File: src/inc/msdc_pkg.sv
// Shared constants and types for the motion output dwell control block
package msdc_pkg;

   // ----------------------------------------------------------------------
   // Timing
   // ----------------------------------------------------------------------
   localparam int CLK_PERIOD_NS   = 20;
   localparam int TICK_PERIOD_NS  = 1_000_000;
   localparam int TICK_CYCLES     = TICK_PERIOD_NS / CLK_PERIOD_NS;
   localparam int STORE_HOLD_MS   = 1000;
   localparam int STORE_HOLD_TICKS = STORE_HOLD_MS * 1_000_000 / TICK_PERIOD_NS;
   localparam int QUIET_BASE_MS   = 1000;
   localparam int QUIET_STEP_MS   = 250;
   localparam int SENSOR_BIT_CYCLES = 50;
   localparam int SENSOR_BITS     = 8;

   // ----------------------------------------------------------------------
   // Register map
   // ----------------------------------------------------------------------
   localparam logic [11:0] CTRL_OFFSET   = 12'h000;
   localparam logic [11:0] STATUS_OFFSET = 12'h004;
   localparam logic [11:0] COUNT_OFFSET  = 12'h008;
   localparam int CTRL_SENS_LSB   = 0;
   localparam int CTRL_DWELL_LSB  = 4;
   localparam int CTRL_MODE_BIT   = 8;
   localparam int STATUS_ON_BIT   = 0;
   localparam int STATUS_STATE_LSB = 1;
   localparam int STATUS_CNT_LSB  = 4;

   // ----------------------------------------------------------------------
   // Settings and their defaults
   // ----------------------------------------------------------------------
   typedef enum logic {
      MSDC_MODE_RETRIG = 1'b0,
      MSDC_MODE_SINGLE = 1'b1
   } msdc_mode_type;

   localparam logic [2:0] SENS_DEFAULT   = 3'h2;
   localparam logic [2:0] SENS_MAX       = 3'h4;
   localparam logic [3:0] DWELL_DEFAULT  = 4'h1;
   localparam logic [3:0] DWELL_SHORTEST = 4'h0;
   localparam logic [3:0] DWELL_MAX      = 4'h9;

   typedef struct packed {
      logic [2:0]    sens;
      logic [3:0]    dwell;
      msdc_mode_type mode;
   } msdc_setting_type;

   localparam msdc_setting_type SETTING_DEFAULT = '{SENS_DEFAULT, DWELL_DEFAULT, MSDC_MODE_RETRIG};

   typedef struct packed {
      logic             sens_wr;
      logic             dwell_wr;
      logic             mode_wr;
      logic             restore;
      msdc_setting_type val;
   } msdc_prog_type;

   // Resistor ladder codes on the select resistor input
   localparam logic [2:0] RES_GND = 3'h0;
   localparam logic [2:0] RES_2K7 = 3'h1;
   localparam logic [2:0] RES_6K8 = 3'h2;
   localparam logic [2:0] RES_15K = 3'h3;
   localparam logic [2:0] RES_39K = 3'h4;

   typedef enum logic [2:0] {
      MSDC_IDLE    = 3'b001,
      MSDC_ON      = 3'b010,
      MSDC_HOLDOFF = 3'b100
   } msdc_state_type;

   // Dwell length in time-base ticks (milliseconds)
   function automatic logic [19:0] dwell_ms(input logic [3:0] code);
      case (code)
         4'h0:    dwell_ms = 20'h000c8;
         4'h1:    dwell_ms = 20'h003e8;
         4'h2:    dwell_ms = 20'h007d0;
         4'h3:    dwell_ms = 20'h01388;
         4'h4:    dwell_ms = 20'h02710;
         4'h5:    dwell_ms = 20'h07530;
         4'h6:    dwell_ms = 20'h0ea60;
         4'h7:    dwell_ms = 20'h1d4c0;
         4'h8:    dwell_ms = 20'h493e0;
         default: dwell_ms = 20'h927c0;
      endcase
   endfunction

   // Amplitude threshold; higher sensitivity means a lower threshold
   function automatic logic [7:0] sens_threshold(input logic [2:0] sens);
      case (sens)
         3'h0:    sens_threshold = 8'h60;
         3'h1:    sens_threshold = 8'h40;
         3'h2:    sens_threshold = 8'h28;
         3'h3:    sens_threshold = 8'h18;
         default: sens_threshold = 8'h0c;
      endcase
   endfunction

endpackage

File: src/msdc_dwell_ctrl.sv
// Motion output dwell controller: time base, settings, dwell state machine, APB
`timescale 1ns/1ns

// Function
// - Decode sensor serial frames into detections; switch logic and relay outputs on.
// - Ten selectable dwell durations from 200 ms to ten minutes.
// - Unprogrammed dwell is one second.
// - Five sensitivity levels, medium when unprogrammed.
// - Retriggerable mode restarts dwell timer on each new detection.
// - Shortest dwell never retriggers, even in retriggerable mode.
// - Single event mode gives exactly one dwell period, not extended.
// - Single event mode waits for about one second of quiet, longer at high sensitivity.
// - Logic output low without motion, high during motion and dwell.
// - Relay driver conducts to ground only during motion and dwell.
// - Store strobe held low one second then released commits the selection.
// - Restore selection plus store returns all settings to defaults.
module msdc_dwell_ctrl
   import msdc_pkg::*;
#(
   parameter int TICK_CYCLES_P = TICK_CYCLES,
   parameter int BIT_CYCLES_P  = SENSOR_BIT_CYCLES
) (
   input  wire logic        CLOCK,
   input  wire logic        RESET,
   input  wire logic        PSEL,
   input  wire logic        PENABLE,
   input  wire logic        PWRITE,
   input  wire logic [11:0] PADDR,
   input  wire logic [31:0] PWDATA,
   output logic      [31:0] PRDATA,
   output logic             PREADY,
   output logic             PSLVERR,
   input  wire logic        SENSOR_DATA,
   input  wire logic        STORE_STROBE_N,
   input  wire logic        SELECT_INPUT_A_N,
   input  wire logic        SELECT_INPUT_B_N,
   input  wire logic [2:0]  SELECT_RESISTOR_INPUT,
   output logic             LOGIC_OUT,
   output logic             RELAY_DRIVE
);
   localparam int TW = $clog2(TICK_CYCLES_P);

   // ----------------------------------------------------------------------
   // Declarations
   // ----------------------------------------------------------------------
   logic [TW-1:0]    tick_div_q;
   logic             tick_q;
   logic             motion;
   msdc_prog_type    prog;
   msdc_setting_type set_q;
   msdc_state_type   state_q;
   logic [19:0]      dwell_cnt_q;
   logic [11:0]      quiet_cnt_q;
   logic [31:0]      detect_cnt_q;
   logic             retrig_ok;
   logic             dwell_done;
   logic             quiet_done;
   logic [11:0]      quiet_limit;
   logic             apb_setup;
   logic             apb_write;
   logic [31:0]      ctrl_view;
   logic [31:0]      status_view;

   function automatic logic reg_mapped(input logic [11:0] addr);
      reg_mapped = (addr == CTRL_OFFSET) || (addr == STATUS_OFFSET) || (addr == COUNT_OFFSET);
   endfunction

   // ----------------------------------------------------------------------
   // Time base
   // ----------------------------------------------------------------------
   // one millisecond tick
   always_ff @(posedge CLOCK) begin
      if (RESET) begin
         tick_div_q <= '0;
         tick_q     <= 1'b0;
      end else begin
         tick_q <= (tick_div_q == TW'(TICK_CYCLES_P - 1));
         if (tick_div_q == TW'(TICK_CYCLES_P - 1))
            tick_div_q <= '0;
         else
            tick_div_q <= tick_div_q + TW'(1);
      end
   end

   // ----------------------------------------------------------------------
   // Sensor and programming pins
   // ----------------------------------------------------------------------
   msdc_sensor_rx #(
      .BIT_CYCLES (BIT_CYCLES_P)
   ) u_rx (
      .clk      (CLOCK),
      .rst      (RESET),
      .data_pin (SENSOR_DATA),
      .sens     (set_q.sens),
      .motion   (motion)
   );

   msdc_prog_pins u_prog (
      .clk                   (CLOCK),
      .rst                   (RESET),
      .tick                  (tick_q),
      .store_strobe_n        (STORE_STROBE_N),
      .select_input_a_n      (SELECT_INPUT_A_N),
      .select_input_b_n      (SELECT_INPUT_B_N),
      .select_resistor_input (SELECT_RESISTOR_INPUT),
      .prog                  (prog)
   );

   // ----------------------------------------------------------------------
   // Settings
   // ----------------------------------------------------------------------
   assign apb_setup = PSEL && !PENABLE;
   assign apb_write = PSEL && PENABLE && PREADY && PWRITE;

   // defaults at reset; a pin store overrides a same-cycle bus write
   always_ff @(posedge CLOCK) begin
      if (RESET) begin
         set_q <= SETTING_DEFAULT;
      end else begin
         if (apb_write && PADDR == CTRL_OFFSET) begin
            // Out of range codes are ignored so the settings stay legal
            if (PWDATA[CTRL_SENS_LSB +: 3] <= SENS_MAX)
               set_q.sens <= PWDATA[CTRL_SENS_LSB +: 3];
            if (PWDATA[CTRL_DWELL_LSB +: 4] <= DWELL_MAX)
               set_q.dwell <= PWDATA[CTRL_DWELL_LSB +: 4];
            set_q.mode <= msdc_mode_type'(PWDATA[CTRL_MODE_BIT]);
         end
         if (prog.sens_wr)
            set_q.sens <= prog.val.sens;
         if (prog.dwell_wr)
            set_q.dwell <= prog.val.dwell;
         if (prog.mode_wr)
            set_q.mode <= prog.val.mode;
         if (prog.restore)
            set_q <= SETTING_DEFAULT;
      end
   end

   // ----------------------------------------------------------------------
   // Dwell state machine
   // ----------------------------------------------------------------------
   // shortest dwell is never retriggered
   assign retrig_ok   = (set_q.mode == MSDC_MODE_RETRIG) && (set_q.dwell != DWELL_SHORTEST);
   // Compare with >= so a shorter dwell written mid-period still ends on the next tick
   assign dwell_done  = tick_q && (dwell_cnt_q >= dwell_ms(set_q.dwell) - 20'h00001);
   assign quiet_limit = 12'(QUIET_BASE_MS) + 12'(QUIET_STEP_MS) * {9'h000, set_q.sens};
   assign quiet_done  = tick_q && (quiet_cnt_q >= quiet_limit - 12'h001);

   always_ff @(posedge CLOCK) begin
      if (RESET) begin
         state_q     <= MSDC_IDLE;
         dwell_cnt_q <= '0;
         quiet_cnt_q <= '0;
      end else begin
         unique case (state_q)
            MSDC_IDLE: begin
               if (motion) begin
                  state_q     <= MSDC_ON;
                  dwell_cnt_q <= '0;
               end
            end
            MSDC_ON: begin
               if (motion && retrig_ok) begin
                  dwell_cnt_q <= '0;
               end else if (dwell_done) begin
                  // single mode ends after one period
                  dwell_cnt_q <= '0;
                  quiet_cnt_q <= '0;
                  state_q     <= (set_q.mode == MSDC_MODE_SINGLE) ? MSDC_HOLDOFF : MSDC_IDLE;
               end else if (tick_q) begin
                  dwell_cnt_q <= dwell_cnt_q + 20'h00001;
               end
            end
            MSDC_HOLDOFF: begin
               // any motion restarts the quiet wait
               if (motion)
                  quiet_cnt_q <= '0;
               else if (quiet_done)
                  state_q <= MSDC_IDLE;
               else if (tick_q)
                  quiet_cnt_q <= quiet_cnt_q + 12'h001;
            end
            default: begin
               state_q <= MSDC_IDLE;
            end
         endcase
      end
   end

   // ----------------------------------------------------------------------
   // Outputs
   // ----------------------------------------------------------------------
   // Outputs follow the next state so they track the machine with no lag
   always_ff @(posedge CLOCK) begin
      if (RESET) begin
         LOGIC_OUT   <= 1'b0;
         RELAY_DRIVE <= 1'b0;
      end else begin
         LOGIC_OUT   <= (state_q == MSDC_ON && !(dwell_done && !(motion && retrig_ok)))
                        || (state_q == MSDC_IDLE && motion);
         RELAY_DRIVE <= (state_q == MSDC_ON && !(dwell_done && !(motion && retrig_ok)))
                        || (state_q == MSDC_IDLE && motion);
      end
   end

   // Detection counter, cleared by a bus write to its own register; a same-cycle detection counts as one after the clear
   always_ff @(posedge CLOCK) begin
      if (RESET)
         detect_cnt_q <= '0;
      else if (motion)
         detect_cnt_q <= (apb_write && PADDR == COUNT_OFFSET) ? 32'h00000001
                                                              : detect_cnt_q + 32'h00000001;
      else if (apb_write && PADDR == COUNT_OFFSET)
         detect_cnt_q <= '0;
   end

   // ----------------------------------------------------------------------
   // APB slave
   // ----------------------------------------------------------------------
   always_comb begin
      ctrl_view                        = '0;
      ctrl_view[CTRL_SENS_LSB +: 3]    = set_q.sens;
      ctrl_view[CTRL_DWELL_LSB +: 4]   = set_q.dwell;
      ctrl_view[CTRL_MODE_BIT]         = set_q.mode;
      status_view                      = '0;
      status_view[STATUS_ON_BIT]       = LOGIC_OUT;
      status_view[STATUS_STATE_LSB +: 3] = state_q;
      status_view[STATUS_CNT_LSB +: 20]  = dwell_cnt_q;
   end

   // Zero wait states: read data and error are prepared in the setup cycle
   always_ff @(posedge CLOCK) begin
      if (RESET) begin
         PRDATA  <= '0;
         PREADY  <= 1'b0;
         PSLVERR <= 1'b0;
      end else begin
         PREADY <= 1'b1;
         if (apb_setup) begin
            PSLVERR <= !reg_mapped(PADDR);
            if (PWRITE || !reg_mapped(PADDR))
               PRDATA <= '0;
            else if (PADDR == CTRL_OFFSET)
               PRDATA <= ctrl_view;
            else if (PADDR == STATUS_OFFSET)
               PRDATA <= status_view;
            else
               PRDATA <= detect_cnt_q;
         end
      end
   end
endmodule

File: src/msdc_sensor_rx.sv
// Serial infrared sensor frame receiver and motion decision
`timescale 1ns/1ns
module msdc_sensor_rx
   import msdc_pkg::*;
#(
   parameter int BIT_CYCLES = SENSOR_BIT_CYCLES
) (
   input  wire logic       clk,
   input  wire logic       rst,
   input  wire logic       data_pin,
   input  wire logic [2:0] sens,
   output logic            motion
);
   localparam int DW = $clog2(2 * BIT_CYCLES);

   logic          sync0_q, sync1_q, prev_q;
   logic          busy_q;
   logic [DW-1:0] div_q;
   logic [3:0]    bit_q;
   logic [7:0]    shift_q;
   logic [7:0]    byte_d;
   logic [7:0]    mag_d;

   always_ff @(posedge clk) begin
      if (rst) begin
         sync0_q <= 1'b0;
         sync1_q <= 1'b0;
         prev_q  <= 1'b0;
      end else begin
         sync0_q <= data_pin;
         sync1_q <= sync0_q;
         prev_q  <= sync1_q;
      end
   end

   assign byte_d = {shift_q[6:0], sync1_q};
   assign mag_d  = byte_d[7] ? 8'(-byte_d) : byte_d;

   always_ff @(posedge clk) begin
      if (rst) begin
         busy_q  <= 1'b0;
         div_q   <= '0;
         bit_q   <= '0;
         shift_q <= '0;
         motion  <= 1'b0;
      end else begin
         motion <= 1'b0;
         if (!busy_q) begin
            // Rising edge is the start bit; first sample lands mid data bit
            if (sync1_q && !prev_q) begin
               busy_q <= 1'b1;
               div_q  <= DW'(BIT_CYCLES + BIT_CYCLES / 2 - 1);
               bit_q  <= '0;
            end
         end else if (div_q == '0) begin
            shift_q <= byte_d;
            div_q   <= DW'(BIT_CYCLES - 1);
            bit_q   <= bit_q + 4'h1;
            if (bit_q == 4'(SENSOR_BITS - 1)) begin
               busy_q <= 1'b0;
               motion <= (mag_d > sens_threshold(sens));
            end
         end else begin
            div_q <= div_q - DW'(1);
         end
      end
   end
endmodule

File: src/msdc_prog_pins.sv
// Programming pin sampler: hold-and-release store with setting decode
`timescale 1ns/1ns
module msdc_prog_pins
   import msdc_pkg::*;
(
   input  wire logic       clk,
   input  wire logic       rst,
   input  wire logic       tick,
   input  wire logic       store_strobe_n,
   input  wire logic       select_input_a_n,
   input  wire logic       select_input_b_n,
   input  wire logic [2:0] select_resistor_input,
   output msdc_prog_type   prog
);
   localparam int HW = $clog2(STORE_HOLD_TICKS + 1);

   logic [5:0]    sync0_q, sync1_q;
   logic [HW-1:0] hold_q;
   msdc_prog_type dec_d;

   always_ff @(posedge clk) begin
      if (rst) begin
         sync0_q <= 6'h3f;
         sync1_q <= 6'h3f;
      end else begin
         sync0_q <= {store_strobe_n, select_input_a_n, select_input_b_n, select_resistor_input};
         sync1_q <= sync0_q;
      end
   end

   // Grounded pin reads as zero
   always_comb begin
      dec_d     = '0;
      dec_d.val = SETTING_DEFAULT;
      unique case ({sync1_q[4], sync1_q[3]})
         2'b11: begin
            dec_d.sens_wr = (sync1_q[2:0] <= RES_39K);
            unique case (sync1_q[2:0])
               RES_2K7: dec_d.val.sens = 3'h0;
               RES_6K8: dec_d.val.sens = 3'h1;
               RES_15K: dec_d.val.sens = 3'h3;
               RES_39K: dec_d.val.sens = 3'h4;
               default: dec_d.val.sens = SENS_DEFAULT;
            endcase
         end
         2'b01, 2'b10: begin
            dec_d.dwell_wr = (sync1_q[2:0] <= RES_39K);
            unique case (sync1_q[2:0])
               RES_GND: dec_d.val.dwell = sync1_q[4] ? 4'h5 : 4'h1;
               RES_2K7: dec_d.val.dwell = sync1_q[4] ? 4'h6 : 4'h0;
               RES_6K8: dec_d.val.dwell = sync1_q[4] ? 4'h7 : 4'h2;
               RES_15K: dec_d.val.dwell = sync1_q[4] ? 4'h8 : 4'h3;
               default: dec_d.val.dwell = sync1_q[4] ? 4'h9 : 4'h4;
            endcase
         end
         default: begin
            dec_d.restore = (sync1_q[2:0] == RES_GND);
            dec_d.mode_wr = (sync1_q[2:0] == RES_2K7) || (sync1_q[2:0] == RES_6K8);
            dec_d.val.mode = (sync1_q[2:0] == RES_6K8) ? MSDC_MODE_SINGLE : MSDC_MODE_RETRIG;
         end
      endcase
   end

   // commit after one second of grounded store strobe, on release
   always_ff @(posedge clk) begin
      if (rst) begin
         hold_q <= '0;
         prog   <= '0;
      end else begin
         prog <= '0;
         if (!sync1_q[5]) begin
            if (tick && hold_q != HW'(STORE_HOLD_TICKS))
               hold_q <= hold_q + HW'(1);
         end else begin
            if (hold_q == HW'(STORE_HOLD_TICKS))
               prog <= dec_d;
            hold_q <= '0;
         end
      end
   end
endmodule

File: config.mk
export PLATFORM = sky130hd
export DESIGN_NAME = msdc_dwell_ctrl
export DESIGN_NICKNAME = d
export VERILOG_FILES = /design/src/inc/msdc_pkg.sv /design/src/msdc_dwell_ctrl.sv /design/src/msdc_sensor_rx.sv /design/src/msdc_prog_pins.sv
export SDC_FILE = /design/constraint.sdc
export NUM_CORES = 1
export LEC_CHECK = 0
export BUFFER_PORTS_ARGS = -buffer_cell sky130_fd_sc_hd__buf_2
export CAP_MARGIN = 20
export CORE_MARGIN = 1
export CORE_UTILIZATION = 45
export CTS_BUF_LIST = sky130_fd_sc_hd__clkbuf_8 sky130_fd_sc_hd__clkbuf_16
export DETAILED_ROUTE_END_ITERATION = 12
export PLACE_DENSITY = 0.63
export RECOVER_POWER = 100
export SYNTH_ARGS = -nofsm -noshare
export SYNTH_HDL_FRONTEND = slang
export SYNTH_SLANG_ARGS = --single-unit
File: constraint.sdc
create_clock -name CLOCK -period 6.4 [get_ports CLOCK]
set_input_delay 0.32 -clock CLOCK [delete_from_list [all_inputs] [get_ports CLOCK]]
set_output_delay 0.32 -clock CLOCK [all_outputs]
set_load 0.01 [all_outputs]
==> results.cfg <==
[final_layout]
fillers = 2175
synthToLayoutAreaGrowth_pct = 9.69
drive_gt1_share_pct = 7.57
num_antenna_cells = 0
fin_nets = 1381

[synthesis]
ys_types = 69
synth_top_area_cell = dfxtp_1
ys_seq_area_share_pct = 37.8
synth-async-reset-ratio_pct = 0
netlist_area_mm2 = 0.0106
synth_nets = 1351
avgSynthCellArea_um2 = 8.65
yosys_warnings = 0
synth_top_area_share_pct = 37.8
synth_edf_count = 0
synth_seq_cells = 200
synth.area.top_cells = dfxtp_1 38%, ha_1 7.7%, nor2_1 5.1%
synthCells = 1226
yosys_most_used_dff = dfxtp_1

[timing]
hold_viol_final = 0
finalCriticalPeriod_ns = 5.00
fmax_mhz = 200
setup_viol = 0
slew_violations = 16
rsz0062_at_grt = no
final.period_utilization_pct = 78.1
relSlewSlack_pct = -15.9
finalClockSkew_ns = 0.0157
setup_ws_ns = 1.40
tns_ns = 0
worst_slew_pin_slew_ns = 1.72

[floorplan]
die_h_um = 156
initial_core_util_pct = 46.4
row_count = 55
fp.dieArea_mm2 = 0.0242
die_w_um = 156
ios = 92
fp.coreArea_mm2 = 0.0228

[place]
port_buffers = 67
place.gp.congestion = 0.800
dp_hpwl_um = 16100
post-place-ws_ns = 1.79

[outcome]
violations = capacitance limit, slew limit
status = complete, but fails checks

[critical_path]
cp-start-kind = flip-flop
path_cells = nor4_1, nand2_1, nor3_1, xnor2_1, ha_1, and4_1, nor3b_1, a2111oi_0, o211a_1, o21ai_0, o311ai_0
crit_type = reg2reg
arrival_ns = 5.31
crit_path_max_incr_delay_ns = 0.77
crit_path_end_kind = flip-flop
worstPathMaxFanout = 23
r2r_cells = 11
r2r_slack_ns = 1.40
required_ns = 6.70
critPathSlowestCell = nor4_1

[cts]
cts_buffers = 17
hold_buffers = 0
ctsLongestPathBuffers = 2
worstSkewPairLatency_ns = 0.44
root_buffer = clkbuf_16
post_cts_resized = 0
htreeDepth = 4
cts_tree = yes
clock_sinks = 200
clkSlewWorstSetupHoldPaths_ns = 0.08
post_cts_buffers = 0

[grt]
grt_pass1_vias = 7967
grt_pass1_wl_um = 38100
antenna_found_initial = 0
grt_max_degree = 65
overflow = 0
track_usage_pct = 19.3

[worst_hold_path]
min_path_cells = 2
min-delay-path-class = in2reg
hold_start = SELECT_RESISTOR_INPUT[2]

[pwr]
p_leak_nw = 4.38
p_per_area_mw_per_mm2 = 214
p_total_mw = 2.49
ir_worst_vdd_v = 0.000145

[routing]
antenna_left = 0
viasPerCell = 5.47
drt-pass1-iter-count = 5
wl_per_cell_um = 14.4
num_vias = 8653
remaining_drc_errors = 0
wl_um = 22800
dr.first_iter.drc_count = 418

[run]
maxCapViolations = 2
==> synth_stat cells, types with 4 or more instances <==
| cell type | n |
|---|---|
| nor3b_1 | 7 |
| o31ai_1 | 5 |
| or2_2 | 22 |
| o2111ai_1 | 8 |
| buf_6 | 6 |
| xor2_1 | 53 |
| o311ai_0 | 4 |
| nand4b_1 | 4 |
| clkbuf_1 | 46 |
| or4_1 | 7 |
| nor2_1 | 143 |
| a2bb2oi_1 | 17 |
| nand3b_1 | 11 |
| a31oi_1 | 8 |
| mux2i_1 | 32 |
| nor3_1 | 34 |
| dfxtp_1 | 200 |
| nand4_1 | 34 |
| nor4_1 | 12 |
| nand3_1 | 51 |
| o21ai_0 | 35 |
| buf_4 | 4 |
| o211ai_1 | 26 |
| and3_1 | 17 |
| inv_1 | 46 |
| o21a_1 | 7 |
| mux2_2 | 4 |
| a211oi_1 | 14 |
| nor2b_1 | 13 |
| nand2_1 | 90 |
| or3_1 | 12 |
| a21oi_1 | 52 |
| and4_1 | 15 |
| and2_1 | 6 |
| xnor2_1 | 36 |
| o31a_1 | 6 |
| a22oi_1 | 10 |
| ha_1 | 65 |
| a21o_1 | 6 |
| fa_1 | 4 |
| nand2b_1 | 11 |
==> stage by stage <==
| stage | instance area, µm² | hold WS [ns] | utilization, % | cells |
|---|---|---|---|---|
| final | 11600 | 0.0555 | 50.9 | 1582 |
| after floorplan | 10600 | 0.389 | - | 1226 |
| after global routing | 11600 | 0.0397 | 50.9 | 1582 |
| after CTS | 11700 | 0.0346 | 51.3 | 1581 |
| after detailed placement | 11100 | 0.394 | 48.5 | 1549 |
| after global placement | 11100 | 0.392 | 48.5 | 1549 |
==> per-layer routing <==
layer	global-route usage, %	up-vias	part of all wire (%)
met5	0	-	0
met4	6.40	0	1.6
met3	2.87	28	3.8
met2	31.4	162	45
met1	26.1	4024	50
li1	-	4439	-
==> layout by cell type (no fill, tap or decap), drive strengths merged, types with 32 or more instances in the layout <==
cell type    n
clkbuf      59
xor2        53
dfxtp      200
nand2       90
ha          65
xnor2       36
o21ai       36
inv         53
nand3       51
buf         34
a21oi       53
mux2i       32
nor3        34
nand4       34
nor2       143
==> cells by family after synthesis <==
family / after synthesis / share of synthesized area [%]
AOI/OAI and AO/OA: 222 / 14.4
xor gates and xnor gates: 89 / 7.35
adders and majority gates: 69 / 8.42
buffers and inverters: 113 / 4.75
DFF: 200 / 37.8
muxes: 37 / 3.55
and+or+nand+nor: 496 / 23.8
==> worst paths after layout <==
path | endpoint
worst min-delay path | u_prog.sync0_q[2]
worst max-delay path | dwell_cnt_q[4]
worst max register to register | dwell_cnt_q[4]
worst min register to register | u_prog.sync1_q[0]
==> registers in the layout (all words and copies together) (netlist names), 3 cells and up, named ones only <==
register,cells
dwell_cnt_q,20
ctrl_view,8
u_prog.sync0_q,6
state_q,3
u_prog.hold_q,10
u_rx.shift_q,7
u_prog.sync1_q,6
PRDATA,32
u_rx.div_q,7
u_prog.prog,12
tick_div_q,16
detect_cnt_q,32
quiet_cnt_q,12
u_rx.bit_q,4
==> report_power, final <==
part / switching, mW / internal [mW] / total (mW)
combinational: 0.0523 / 0.0282 / 0.0806
sequential: 0.00981 / 1.25 / 1.26
clock: 0.536 / 0.612 / 1.15
total: 0.599 / 1.89 / 2.49
==> worst max-delay path: cells and delay by family (launching register included) <==
kind                       cells  cell delay [ns]
DFF                            1             0.33
adders and majority gates      1             0.25
and+or+nand+nor                5             1.46
xor gates and xnor gates       1             0.15
AOI/OAI and AO/OA              4             2.67
==> layout make-up <==
cell class | count | area, µm² | share of cell area, %
Clock buffer | 18 | 439 | 3.78
Clock inverter | 14 | 201 | 1.73
Inverter | 49 | 184 | 1.58
Multi-Input combinational cell | 913 | 6080 | 52.3
Sequential cell | 200 | 4000 | 34.4
Tap cell | 313 | 392 | 3.37
Timing Repair Buffer | 75 | 334 | 2.87
(Power assumes the default switching activity.)
